File: src/rtl/adc_ctrl_pkg.sv
// adc_ctrl_pkg: register offsets, field layout, reset values and timing for the converter control
// assumes: shared by the control top, the channel decoder and the conversion sequencer
package adc_ctrl_pkg;
    // register byte offsets (8-bit data on a plain port)
    localparam logic [3:0] OFF_CTRL = 4'h0;    // conversion_control_reg
    localparam logic [3:0] OFF_TRIG = 4'h1;    // trigger and compare control
    localparam logic [3:0] OFF_STAT = 4'h2;    // activity status
    localparam logic [3:0] OFF_CMPV = 4'h3;    // compare value, low byte
    localparam logic [3:0] OFF_CMPH = 4'h4;    // compare value, high nibble
    localparam logic [3:0] OFF_RESL = 4'h5;    // result_low_reg
    localparam logic [3:0] OFF_RESH = 4'h6;    // result high nibble
    localparam logic [3:0] OFF_IRQS = 4'h7;    // sticky event status, write one to clear
    localparam logic [3:0] OFF_IRQM = 4'h8;    // event mask
    // conversion_control_reg fields
    localparam int BIT_DONE = 7;
    localparam int BIT_IEN = 6;
    localparam int BIT_CONT = 5;
    localparam int CH_HI = 4;
    localparam int CH_LO = 0;
    // trigger register fields
    localparam int BIT_TRIGSEL = 6;
    localparam int BIT_CMPEN = 5;
    localparam int BIT_CMPGE = 4;
    // event bits: 0 done, 1 abort, 2 hardware trigger taken
    localparam int EV_DONE = 0;
    localparam int EV_ABORT = 1;
    localparam int EV_TRIG = 2;
    localparam int NUM_EV = 3;
    // channel codes
    localparam logic [4:0] CH_LAST_INPUT = 5'h1b;
    localparam logic [4:0] CH_RESERVED = 5'h1c;
    localparam logic [4:0] CH_REF_HIGH = 5'h1d;
    localparam logic [4:0] CH_REF_LOW = 5'h1e;
    localparam logic [4:0] CH_DISABLED = 5'h1f;
    localparam logic [7:0] CTRL_RESET = 8'h1f;  // reset to the disabled code
    // conversion time, in ns, and the derived cycle count at 100 MHz
    localparam int CLK_PERIOD_NS = 10;
    localparam int CONV_TIME_NS = 2000;
    localparam int CONV_CYCLES = (CONV_TIME_NS + CLK_PERIOD_NS - 1) / CLK_PERIOD_NS;
    localparam logic [7:0] CONV_LAST = 8'(CONV_CYCLES - 1);

    typedef enum logic [1:0]
    {
        SEQ_IDLE = 2'b00,
        SEQ_CONVERT = 2'b01,
        SEQ_FINISH = 2'b10
    } seq_state_t;

    typedef enum logic [1:0]
    {
        SEL_INPUT = 2'b00,
        SEL_REF_HIGH = 2'b01,
        SEL_REF_LOW = 2'b10,
        SEL_NONE = 2'b11
    } sel_kind_t;
endpackage

File: src/rtl/adc_seq_if.sv
// adc_seq_if: bundle between the control top and the conversion sequencer
// assumes: one clock domain, start and abort decoded combinationally, busy and done from sequencer flip-flops
`timescale 1ns/1ps
interface adc_seq_if;
    logic start;
    logic abort;
    logic busy;
    logic done;
    modport ctrl (output start, output abort, input busy, input done);
    modport seq (input start, input abort, output busy, output done);
endinterface // adc_seq_if

File: src/rtl/adc_conversion_control.sv
// adc_conversion_control: digital control of a successive-approximation converter
// assumes: one 100 MHz clock, software on a plain strobe port, analog result on resultIn
//
// Chosen here: the register offsets and the address-and-strobe port.
`timescale 1ns/1ps
module adc_conversion_control
    import adc_ctrl_pkg::*;
(
    input wire logic core_clk,
    input wire logic resetn,
    input wire logic [3:0] regAddr,
    input wire logic [7:0] regWdata,
    input wire logic regWrite,
    input wire logic regRead,
    output logic [7:0] regRdata,
    input wire logic hwTriggerInput,
    input wire logic [11:0] resultIn,
    output logic convIrq,
    output logic eventIrq,
    output logic converterPowered,
    output logic sampleEnable,
    output logic [1:0] selectKind,
    output logic [4:0] selectInput
);
    typedef struct packed
    {
        logic [7:0] ctrl;
        logic trigSel;
        logic cmpEn;
        logic cmpGe;
        logic [11:0] cmpValue;
        logic [11:0] result;
        logic continuous;
        logic trigSync1;
        logic trigSync2;
        logic trigPrev;
        logic armed;
        logic [NUM_EV-1:0] evStatus;
        logic [NUM_EV-1:0] evMask;
        logic [7:0] rdata;
        logic convIrq;
        logic eventIrq;
        logic powered;
        logic sampling;
        logic [1:0] kind;
        logic [4:0] index;
    } ctrl_reg_t;

    ctrl_reg_t r;
    ctrl_reg_t next_r;

    adc_seq_if seqBus();
    sel_kind_t decKind;
    logic [4:0] decIndex;
    logic decReserved;

    // compare condition, selected polarity
    function automatic logic compareTrue(input logic [11:0] res, input logic [11:0] val,
                                         input logic ge);
        compareTrue = ge ? (res >= val) : (res < val);
    endfunction

    // write-one-to-clear with set winning over clear
    function automatic logic [NUM_EV-1:0] stickyUpdate(input logic [NUM_EV-1:0] cur,
                                                      input logic [NUM_EV-1:0] set,
                                                      input logic [NUM_EV-1:0] clr);
        stickyUpdate = (cur & ~clr) | set;
    endfunction

    adc_chan_decode u_decode
    (
        .code(r.ctrl[CH_HI:CH_LO]),
        .kind(decKind),
        .inputIndex(decIndex),
        .reserved(decReserved)
    );

    adc_conv_seq u_seq
    (
        .core_clk(core_clk),
        .resetn(resetn),
        .bus(seqBus.seq)
    );

    // combinational start and abort decisions
    logic ctrlWrite;
    logic writeDisables;
    logic trigEdge;
    logic hwStart;
    logic swStart;
    logic repeatStart;
    logic convFinished;
    logic doneSet;
    logic doneClear;

    always_comb
    begin
        ctrlWrite = regWrite && (regAddr == OFF_CTRL);
        writeDisables = (regWdata[CH_HI:CH_LO] == CH_DISABLED);
        // edge taken only from the second sync stage onward
        trigEdge = r.trigSync2 && !r.trigPrev;
        // trigger only counts when hardware triggering is picked and nothing runs
        hwStart = r.trigSel && trigEdge && !seqBus.busy && r.armed && !ctrlWrite;
        // trigger type comes from the trigger register, never from the written control byte
        swStart = ctrlWrite && !writeDisables
                  && !r.trigSel;
        convFinished = seqBus.done;
        // continuous mode reloads on its own, unless disabled in the meantime
        repeatStart = convFinished && r.continuous && !ctrlWrite
                      && (r.ctrl[CH_HI:CH_LO] != CH_DISABLED);
        doneSet = convFinished && (!r.cmpEn
                  || compareTrue(resultIn, r.cmpValue, r.cmpGe));
        doneClear = ctrlWrite || (regRead && (regAddr == OFF_RESL));
    end

    assign seqBus.abort = ctrlWrite;
    assign seqBus.start = swStart || hwStart || repeatStart;

    // register file, flags and conversion bookkeeping
    always_comb
    begin
        logic [NUM_EV-1:0] evSet;
        logic [NUM_EV-1:0] evClr;
        evSet = '0;
        evClr = '0;
        next_r = r;
        // two-stage synchroniser then an edge register
        next_r.trigSync1 = hwTriggerInput;
        next_r.trigSync2 = r.trigSync1;
        next_r.trigPrev = r.trigSync2;

        if (regWrite)
        begin
            case (regAddr)
                OFF_CTRL:
                begin
                    next_r.ctrl[BIT_IEN] = regWdata[BIT_IEN];
                    next_r.ctrl[BIT_CONT] = regWdata[BIT_CONT];
                    next_r.ctrl[CH_HI:CH_LO] = regWdata[CH_HI:CH_LO];
                    next_r.continuous = regWdata[BIT_CONT] && !writeDisables;
                    // a hardware-triggered setup waits for the next edge
                    next_r.armed = !writeDisables;
                    if (seqBus.busy)
                        evSet[EV_ABORT] = 1'b1;
                end
                OFF_TRIG:
                begin
                    next_r.trigSel = regWdata[BIT_TRIGSEL];
                    next_r.cmpEn = regWdata[BIT_CMPEN];
                    next_r.cmpGe = regWdata[BIT_CMPGE];
                end
                OFF_CMPV: next_r.cmpValue[7:0] = regWdata;
                OFF_CMPH: next_r.cmpValue[11:8] = regWdata[3:0];
                OFF_IRQS: evClr = regWdata[NUM_EV-1:0];
                OFF_IRQM: next_r.evMask = regWdata[NUM_EV-1:0];
                default: ;
            endcase
        end

        // result is only kept when the done flag would be set
        if (doneSet)
            next_r.result = resultIn;
        // set wins over any clear in the same cycle
        if (doneClear)
            next_r.ctrl[BIT_DONE] = 1'b0;
        if (doneSet)
        begin
            next_r.ctrl[BIT_DONE] = 1'b1;
            evSet[EV_DONE] = 1'b1;
        end
        if (hwStart)
        begin
            evSet[EV_TRIG] = 1'b1;
            // single mode takes one conversion per edge
            next_r.continuous = r.ctrl[BIT_CONT];
        end
        next_r.evStatus = stickyUpdate(r.evStatus, evSet, evClr);

        // interrupt level follows flag and enable
        next_r.convIrq = next_r.ctrl[BIT_DONE] && next_r.ctrl[BIT_IEN];
        next_r.eventIrq = |(next_r.evStatus & next_r.evMask);

        // power: only while converting, or in a continuous run
        next_r.sampling = seqBus.start || (seqBus.busy && !seqBus.abort && !convFinished);
        next_r.powered = next_r.sampling
                         || (r.continuous && next_r.ctrl[CH_HI:CH_LO] != CH_DISABLED);
        if (next_r.ctrl[CH_HI:CH_LO] == CH_DISABLED)
            next_r.powered = 1'b0;
        next_r.kind = decKind;
        next_r.index = (decKind == SEL_INPUT) ? decIndex : 5'h00;
        if (!next_r.powered || decReserved)
            next_r.kind = SEL_NONE;

        // read data in the cycle after the strobe only
        next_r.rdata = 8'h00;
        if (regRead)
        begin
            case (regAddr)
                OFF_CTRL: next_r.rdata = r.ctrl;
                OFF_TRIG: next_r.rdata = {1'b0, r.trigSel, r.cmpEn, r.cmpGe, 4'h0};
                OFF_STAT: next_r.rdata = {seqBus.busy, 5'h00, r.powered, r.continuous};
                OFF_CMPV: next_r.rdata = r.cmpValue[7:0];
                OFF_CMPH: next_r.rdata = {4'h0, r.cmpValue[11:8]};
                OFF_RESL: next_r.rdata = r.result[7:0];
                OFF_RESH: next_r.rdata = {4'h0, r.result[11:8]};
                OFF_IRQS: next_r.rdata = {5'h00, r.evStatus};
                OFF_IRQM: next_r.rdata = {5'h00, r.evMask};
                default: next_r.rdata = 8'h00;
            endcase
        end
    end

    always_ff @(posedge core_clk or negedge resetn)
    begin
        if (!resetn)
        begin
            r <= '0;
            r.ctrl <= CTRL_RESET;
            r.kind <= SEL_NONE;
        end
        else
            r <= next_r;
    end

    // outputs straight from flip-flops
    assign regRdata = r.rdata;
    assign convIrq = r.convIrq;
    assign eventIrq = r.eventIrq;
    assign converterPowered = r.powered;
    assign sampleEnable = r.sampling;
    assign selectKind = r.kind;
    assign selectInput = r.index;
endmodule // adc_conversion_control

File: src/rtl/adc_chan_decode.sv
// adc_chan_decode: turns the 5-bit channel code into an analog mux selection
// assumes: pure combinational use, code held in a register of the caller
`timescale 1ns/1ps
module adc_chan_decode
    import adc_ctrl_pkg::*;
(
    input wire logic [4:0] code,
    output sel_kind_t kind,
    output logic [4:0] inputIndex,
    output logic reserved
);
    // codes up to the last input pick a pin, then the two references
    always_comb
    begin
        inputIndex = code;
        reserved = 1'b0;
        if (code <= CH_LAST_INPUT)
            kind = SEL_INPUT;
        else if (code == CH_REF_HIGH)
            kind = SEL_REF_HIGH;
        else if (code == CH_REF_LOW)
            kind = SEL_REF_LOW;
        else
        begin
            kind = SEL_NONE;
            reserved = (code == CH_RESERVED);
        end
    end
endmodule // adc_chan_decode

File: src/rtl/adc_conv_seq.sv
// adc_conv_seq: times one conversion and reports its completion
// assumes: start and abort are one-cycle pulses; a start in the abort cycle restarts the conversion
`timescale 1ns/1ps
module adc_conv_seq
    import adc_ctrl_pkg::*;
(
    input wire logic core_clk,
    input wire logic resetn,
    adc_seq_if.seq bus
);
    typedef struct packed
    {
        seq_state_t state;
        logic [7:0] count;
        logic done;
    } seq_reg_t;

    seq_reg_t r;
    seq_reg_t next_r;

    assign bus.busy = (r.state != SEQ_IDLE);
    assign bus.done = r.done;

    // count out the conversion; an abort drops it on the spot
    always_comb
    begin
        next_r = r;
        next_r.done = 1'b0;
        case (r.state)
            SEQ_IDLE:
            begin
                if (bus.start)
                begin
                    next_r.state = SEQ_CONVERT;
                    next_r.count = '0;
                end
            end
            SEQ_CONVERT:
            begin
                if (r.count == CONV_LAST)
                    next_r.state = SEQ_FINISH;
                else
                    next_r.count = r.count + 8'h01;
            end
            SEQ_FINISH:
            begin
                next_r.done = 1'b1;
                next_r.state = SEQ_IDLE;
            end
            default:
                next_r.state = SEQ_IDLE;
        endcase
        if (bus.abort)
        begin
            // restart allowed in the abort cycle itself
            next_r.done = 1'b0;
            next_r.count = '0;
            next_r.state = bus.start ? SEQ_CONVERT : SEQ_IDLE;
        end
    end

    always_ff @(posedge core_clk or negedge resetn)
    begin
        if (!resetn)
            r <= '{state: SEQ_IDLE, count: 8'h00, done: 1'b0};
        else
            r <= next_r;
    end
endmodule // adc_conv_seq

File: config.mk
export PLATFORM = sky130hd
export DESIGN_NAME = adc_conversion_control
export DESIGN_NICKNAME = d
export VERILOG_FILES = /design/src/rtl/adc_ctrl_pkg.sv /design/src/rtl/adc_seq_if.sv /design/src/rtl/adc_conversion_control.sv /design/src/rtl/adc_chan_decode.sv /design/src/rtl/adc_conv_seq.sv
export SDC_FILE = /design/constraint.sdc
export NUM_CORES = 1
export LEC_CHECK = 0
export BUFFER_PORTS_ARGS = -buffer_cell sky130_fd_sc_hd__buf_4
export CAP_MARGIN = 0
export CORE_MARGIN = 4
export CORE_UTILIZATION = 49
export DETAILED_ROUTE_END_ITERATION = 8
export HOLD_SLACK_MARGIN = 0.02
export PLACE_DENSITY = 0.67
export SKIP_CTS_REPAIR_TIMING = 1
export SLEW_MARGIN = 0
export SYNTH_ARGS = -nofsm -noshare
export SYNTH_HDL_FRONTEND = slang
export SYNTH_SLANG_ARGS = --single-unit
File: constraint.sdc
create_clock -name core_clk -period 2.2 [get_ports core_clk]
set_input_delay 0.33 -clock core_clk [delete_from_list [all_inputs] [get_ports core_clk]]
set_output_delay 0.33 -clock core_clk [all_outputs]
set_load 0.005 [all_outputs]
# Yosys cells after proc, flatten, opt, wreduce, memory -nomap -nowiden
# Cells that the tools add are included.
[word_totals] reg_bits=76 wordCells=141 in_bits=29
[classes] n_bitwise=4 add_sub_neg=1 n_eq_ne=21 mux=39 order_cmp=3 reduce_logical=48
[ops] cell="$pmux W8 S9" count=1
[ops] cell="$eq A5 B5 Y1 const B" count=5
[ops] cell="$mux W8" count=3
[ops] cell="$mux W22" count=1
[ops] cell="$logic_and A1 B1 Y1" count=18
[ops] cell="$mux W1" count=18
[ops] cell="$eq A4 B3 Y1 const B" count=4
[ops] cell="$pmux W8 S2" count=1
[ops] cell="$mux W3" count=5
[ops] cell="$ge A12 B12 Y1" count=1
[ops] cell="$lt A12 B12 Y1" count=1
[ops] cell="$reduce_and A2 Y1" count=6
[ops] cell="$mux W11" count=1
[ops] cell="$mux W10" count=1
[ops] cell="$ne A5 B5 Y1 const B" count=2
[ops] cell="$add A8 B1 Y8 const B" count=1
[ops] cell="$eq A4 B2 Y1 const B" count=2
[ops] cell="$eq A8 B8 Y1 const B" count=1
[ops] cell="$logic_not A1 Y1" count=8
[ops] cell="$mux W2" count=4
[ops] cell="$logic_or A1 B1 Y1" count=7
[ops] cell="$mux W7" count=1
[ops] cell="$and A3 B3 Y3" count=2
[ops] cell="$ne A3 B3 Y1 const B" count=2
[ops] cell="17 further kinds" count=20

# Depth between registers and ports, before layout
[logic_depth] depth_word=14 ltp_mapped=9 depth_no_buf=8

# By module
# From an unflattened synthesis, not the netlist that was laid out.
[hier_totals] hier_cells=385 hier_area_um2=4020.1
[by_module_without_submodules] module="adc_conversion_control" seq_area_each_um2=1635.3 cells_each=311 area_per_inst_um2=3344.5 n_inst=1
[by_module_without_submodules] module="adc_conv_seq" seq_area_each_um2=275.3 cells_each=63 area_per_inst_um2=600.6 n_inst=1
[by_module_without_submodules] module="adc_chan_decode" seq_area_each_um2=0.0 cells_each=11 area_per_inst_um2=75.1 n_inst=1

# Worst setup path after synthesis
# OpenSTA, ideal clock, no wires.
[synth_timing] path_type="register to register" startpoint="register r[43] (netlist name)" endpoint="register r[33] (netlist name)" setup_time_ns=0.125 n_path_buf=1 path_stages_with_launch=10 arrival_ns=1.905 path_slack_ns=0.170 cell_sequence="dfrtp_1 > inv_1 > ha_1 > nor2b_2 > o211ai_2 > a211oi_2 > nand4b_1 > nand3_4 > buf_6 > mux2_4"
[synth_between] elab_chain_cells=4 word_cells_on_any_way=5 cone_classes="2 x order compare; 1 x mux; 2 x reduce/logical"
[synth_lines] item="start, declared" line_no="adc_conversion_control.sv:49" text="ctrl_reg_t r;"
[synth_lines] item="start signal, assigned" line_no="adc_conversion_control.sv:222" text="r <= next_r;"
[synth_lines] item="$lt A12 B12 Y1 or $ge A12 B12 Y1 (tied branches)" line_no="adc_conversion_control.sv:60" text="compareTrue = ge ? (res >= val) : (res < val);"
[synth_lines] item="$mux W1 (*)" line_no="adc_conversion_control.sv:60"
[synth_lines] item="$logic_or A1 B1 Y1 (*)" line_no="adc_conversion_control.sv:112" text="|| compareTrue(resultIn, r.cmpValue, r.cmpGe));"
[synth_lines] item="$logic_and A1 B1 Y1 (*)" line_no="adc_conversion_control.sv:111" text="doneSet = convFinished && (!r.cmpEn"
# Every way passes the cells marked *; elsewhere a longest branch is shown, timed or not.
# A chain may end at the register's enable or synchronous reset.

# Worst setup path in the final report
[layout_timing] startpoint="register r[43] (netlist name)" endpoint="register r[32] (netlist name)"
# The elaborated chain is that of the path after synthesis.

==> run_results.csv <==
group,metric,value,unit
power,p_leak,2.19,nW
cts,path_clk_slew,80,ps
route,drc,0,
yosys,yosys_most_used_dff,"dfrtp_1",
yosys,synth_top_family_by_area,"simple AND/OR/NAND/NOR gates",
cts,clk_latency,350,ps
setup_path,reg2reg_slack,-30,ps
power,p_total,4.09,mW
yosys,ys_seq_area_share,49.0,%
route,viasPerCell,5.54,
sta,fmax,0.448,GHz
cts,clockBufferDepth,2,
floorplanning,start_util,50.5,%
yosys,synthAdderAreaFrac,4.17,%
yosys,syn_area,3900,sq um
yosys,synth-warning-count,0,
job,drv_cap,0,
layout,finalNetCount,445,
yosys,yosys.area.top_type,"dfrtp_1",
run_status,run_status,"finished with violations",
floorplanning,dieArea,9450,sq um
yosys,synthMuxAreaShare,13.2,%
yosys,yosys.area_share.simple,14.9,%
floorplanning,io_pins,48,
yosys,synthCells,352,
yosys,syn_nets,394,
yosys,syn_avg_cell_area,11.1,sq um
sta,setup_viol,12,
place,io_buffers,47,
yosys,synthArstFlopShare,100,%
setup_path,path_class,"reg2reg",
setup_path,cp.required,2440,ps
route,drtIter0Drc,255,
place,hpwl,6.54,mm
grt,grt_pass1_wl,14.4,mm
floorplanning,rows,32,
yosys,synth-edff-count,0,
yosys,synth_top_area_share,44.3,%
place,pre_cts_ws,-123,ps
sta,finalCritPeriodShare,101,%
yosys,synth_compound_gate_area_share,12.0,%
grt,grt_pass1_vias,2862,
place,gp_congestion,0.896,
grt,grt_start_max_net_pins,41,
sta,rsz0062_at_grt,"true",
route,postRouteAntennaNets,0,
setup_path,r2r-end,"r[32]",
power,powerDensity,888,nW/um^2
min_path,hold_path.class,"in2reg",
floorplanning,die_y,97.2,um
yosys,synth_area_leaders,"dfrtp_1 44%, dfstp_2 4.7%, mux2_2 4.6%",
floorplanning,core,7730,sq um
setup_path,crit_fanout,7,
sta,tns,-248,ps
yosys,yosys_register_bits,76,
power,ir_worst_vdd,0.438,mV
layout,syn2layout_area_growth,17.9,%
setup_path,ff2ff_path_depth,8,
cts,clock-sinks,76,
cts,cts_root_buf,"clkbuf_8",
setup_path,end_kind,"register",
setup_path,cp.arrival,2470,ps
min_path,min_to,"next_r[27]",
setup_path,rr_startpoint,"r[43]",
min_path,worstHoldStart,"hwTriggerInput",
sta,max_slew_margin,48.2,%
route,vias,2826,
route,wl_per_cell,17.5,um
floorplanning,fp.dieW,97.2,um
sta,period_needed,2230,ps
min_path,holdPathStages,1,
yosys,synth_cell_types,61,
layout,drive_above_1_share,32.4,%
sta,worst_slack,-30.5,ps
grt,grt-ovfl-total,0,
route,wl,8.95,mm
grt,track_usage,19.2,%
setup_path,start_kind,"register",
route,drt-pass1-iter-count,6,
grt,antenna_found_initial,0,
sta,clock_skew,10.7,ps
cts,cts_tree,"yes",
yosys,synth-xor-area-share,0.225,%
sta,maxSlewViolCount,0,
cts,cts_max_level,3,
sta,hold_viol,0,
sta,tightest_slew,769,ps
layout,diodes,0,
cts,cts_inserted_buffers,9,
run_status,violations,"negative setup slack",
## placed cells by master (no fill, tap or decap), types with 9 or more instances in the layout
cell type  netlist  final
dfrtp_1         69     69
buf_4           16     62
nand2_1         37     37
inv_1           21     20
mux2_2          16     16
nor2_1          15     15
mux2_4           8     12
ha_1            13     12
mux2i_1         11     11
clkbuf_8         0     11
nand3_1         10     10
a21oi_1         11     10
and2_1           9      9
## where the power goes
| part | total (mW) | leakage, nW | internal (mW) | switching (mW) |
|---|---|---|---|---|
| Combinational | 1.15 | 1.14 | 0.582 | 0.566 |
| Clock | 0.990 | 0.0892 | 0.477 | 0.513 |
| Sequential | 1.95 | 0.964 | 1.70 | 0.243 |
| Total | 4.09 | 2.19 | 2.76 | 1.32 |
## metal layers
layer | up-vias | wire [um] | global-route usage, %
met1 | 1391 | 4200 | 26.8
met2 | 81 | 4080 | 29.5
li1 | 1343 | - | -
met3 | 11 | 536 | 5.53
met4 | 0 | 122 | 5.01
met5 | - | 0 | 0
## cells in the mapped netlist (3+ instances only)
master and n:
and2_1 9, mux2_1 7, ha_1 13, mux2i_1 11, nand2_1 37, and3_1 4
a22oi_1 3, o21a_1 3, mux2_2 16, nand2b_1 3, nor2b_1 4, dfstp_2 7
nand4_1 4, buf_4 16, o21ai_0 5, nand3_1 10, dfrtp_1 69, clkbuf_1 5
buf_2 3, inv_1 21, nor2_1 15, nand4b_1 3, a21oi_1 11, mux2_4 8
a22o_1 3, a21boi_1 3, a31oi_1 7, o21ai_1 4, nor3_1 7
## flip-flops by register name, indices dropped and copies added, names as in the netlist
register and count:
regRdata 8, converterPowered 1, selectInput 5, next_r 2, sampleEnable 1, convIrq 1
selectKind 2, u_seq.r 10, u_seq.bus.done 1, r 44, eventIrq 1
## through the flow
| stage | cell area (sq um) | cells | util, % | hold slack (ps) |
|---|---|---|---|---|
| after floorplan | 3900 | 352 | - | 34.4 |
| after global placement | 4340 | 491 | 56.1 | 334 |
| after detailed placement | 4340 | 491 | 56.1 | 336 |
| after CTS | 4530 | 507 | 58.6 | -26.9 |
| after global routing | 4600 | 510 | 59.5 | 62.8 |
| final | 4600 | 510 | 59.5 | 84.0 |
## kinds of logic after synthesis
kind of cell / Yosys count
AND/OR/NAND/NOR: 111
flip-flops: 76
AO/OA/AOI/OAI: 61
buffers and inverters: 47
multiplexers: 43
adder cells (fa/ha/maj): 13
XOR/XNOR: 1
## layout make-up
type,instances,area [sq um]
Inverter,21,78.8
Fill cell,641,3130
Multi-Input combinational cell,230,1790
Tap cell,102,128
Clock buffer,12,155
Clock inverter,4,32.5
Sequential cell,76,1910
Timing Repair Buffer,65,507
## worst max-delay path, stage by stage, from the launching register on
cell and delay, ps:
dfrtp_1 410, inv_2 70, ha_4 190, nor2b_4 120, o211ai_2 160, a211oi_2 110, o311ai_4 450, nand3_4 250
mux2_4 350
## how the worst max path moves through the flow
stage,to,start,cells past startpoint,slack [ps]
after floorplan,r[33],r[43],9,170
after global placement,r[31],resultIn[5],9,-70
after detailed placement,r[32],resultIn[7],9,-120
after CTS,r[32],r[49],9,-70
after global routing,r[31],r[52],8,-80
final,r[32],r[43],8,-30
Note: power is estimated with default switching activity, not from simulation.
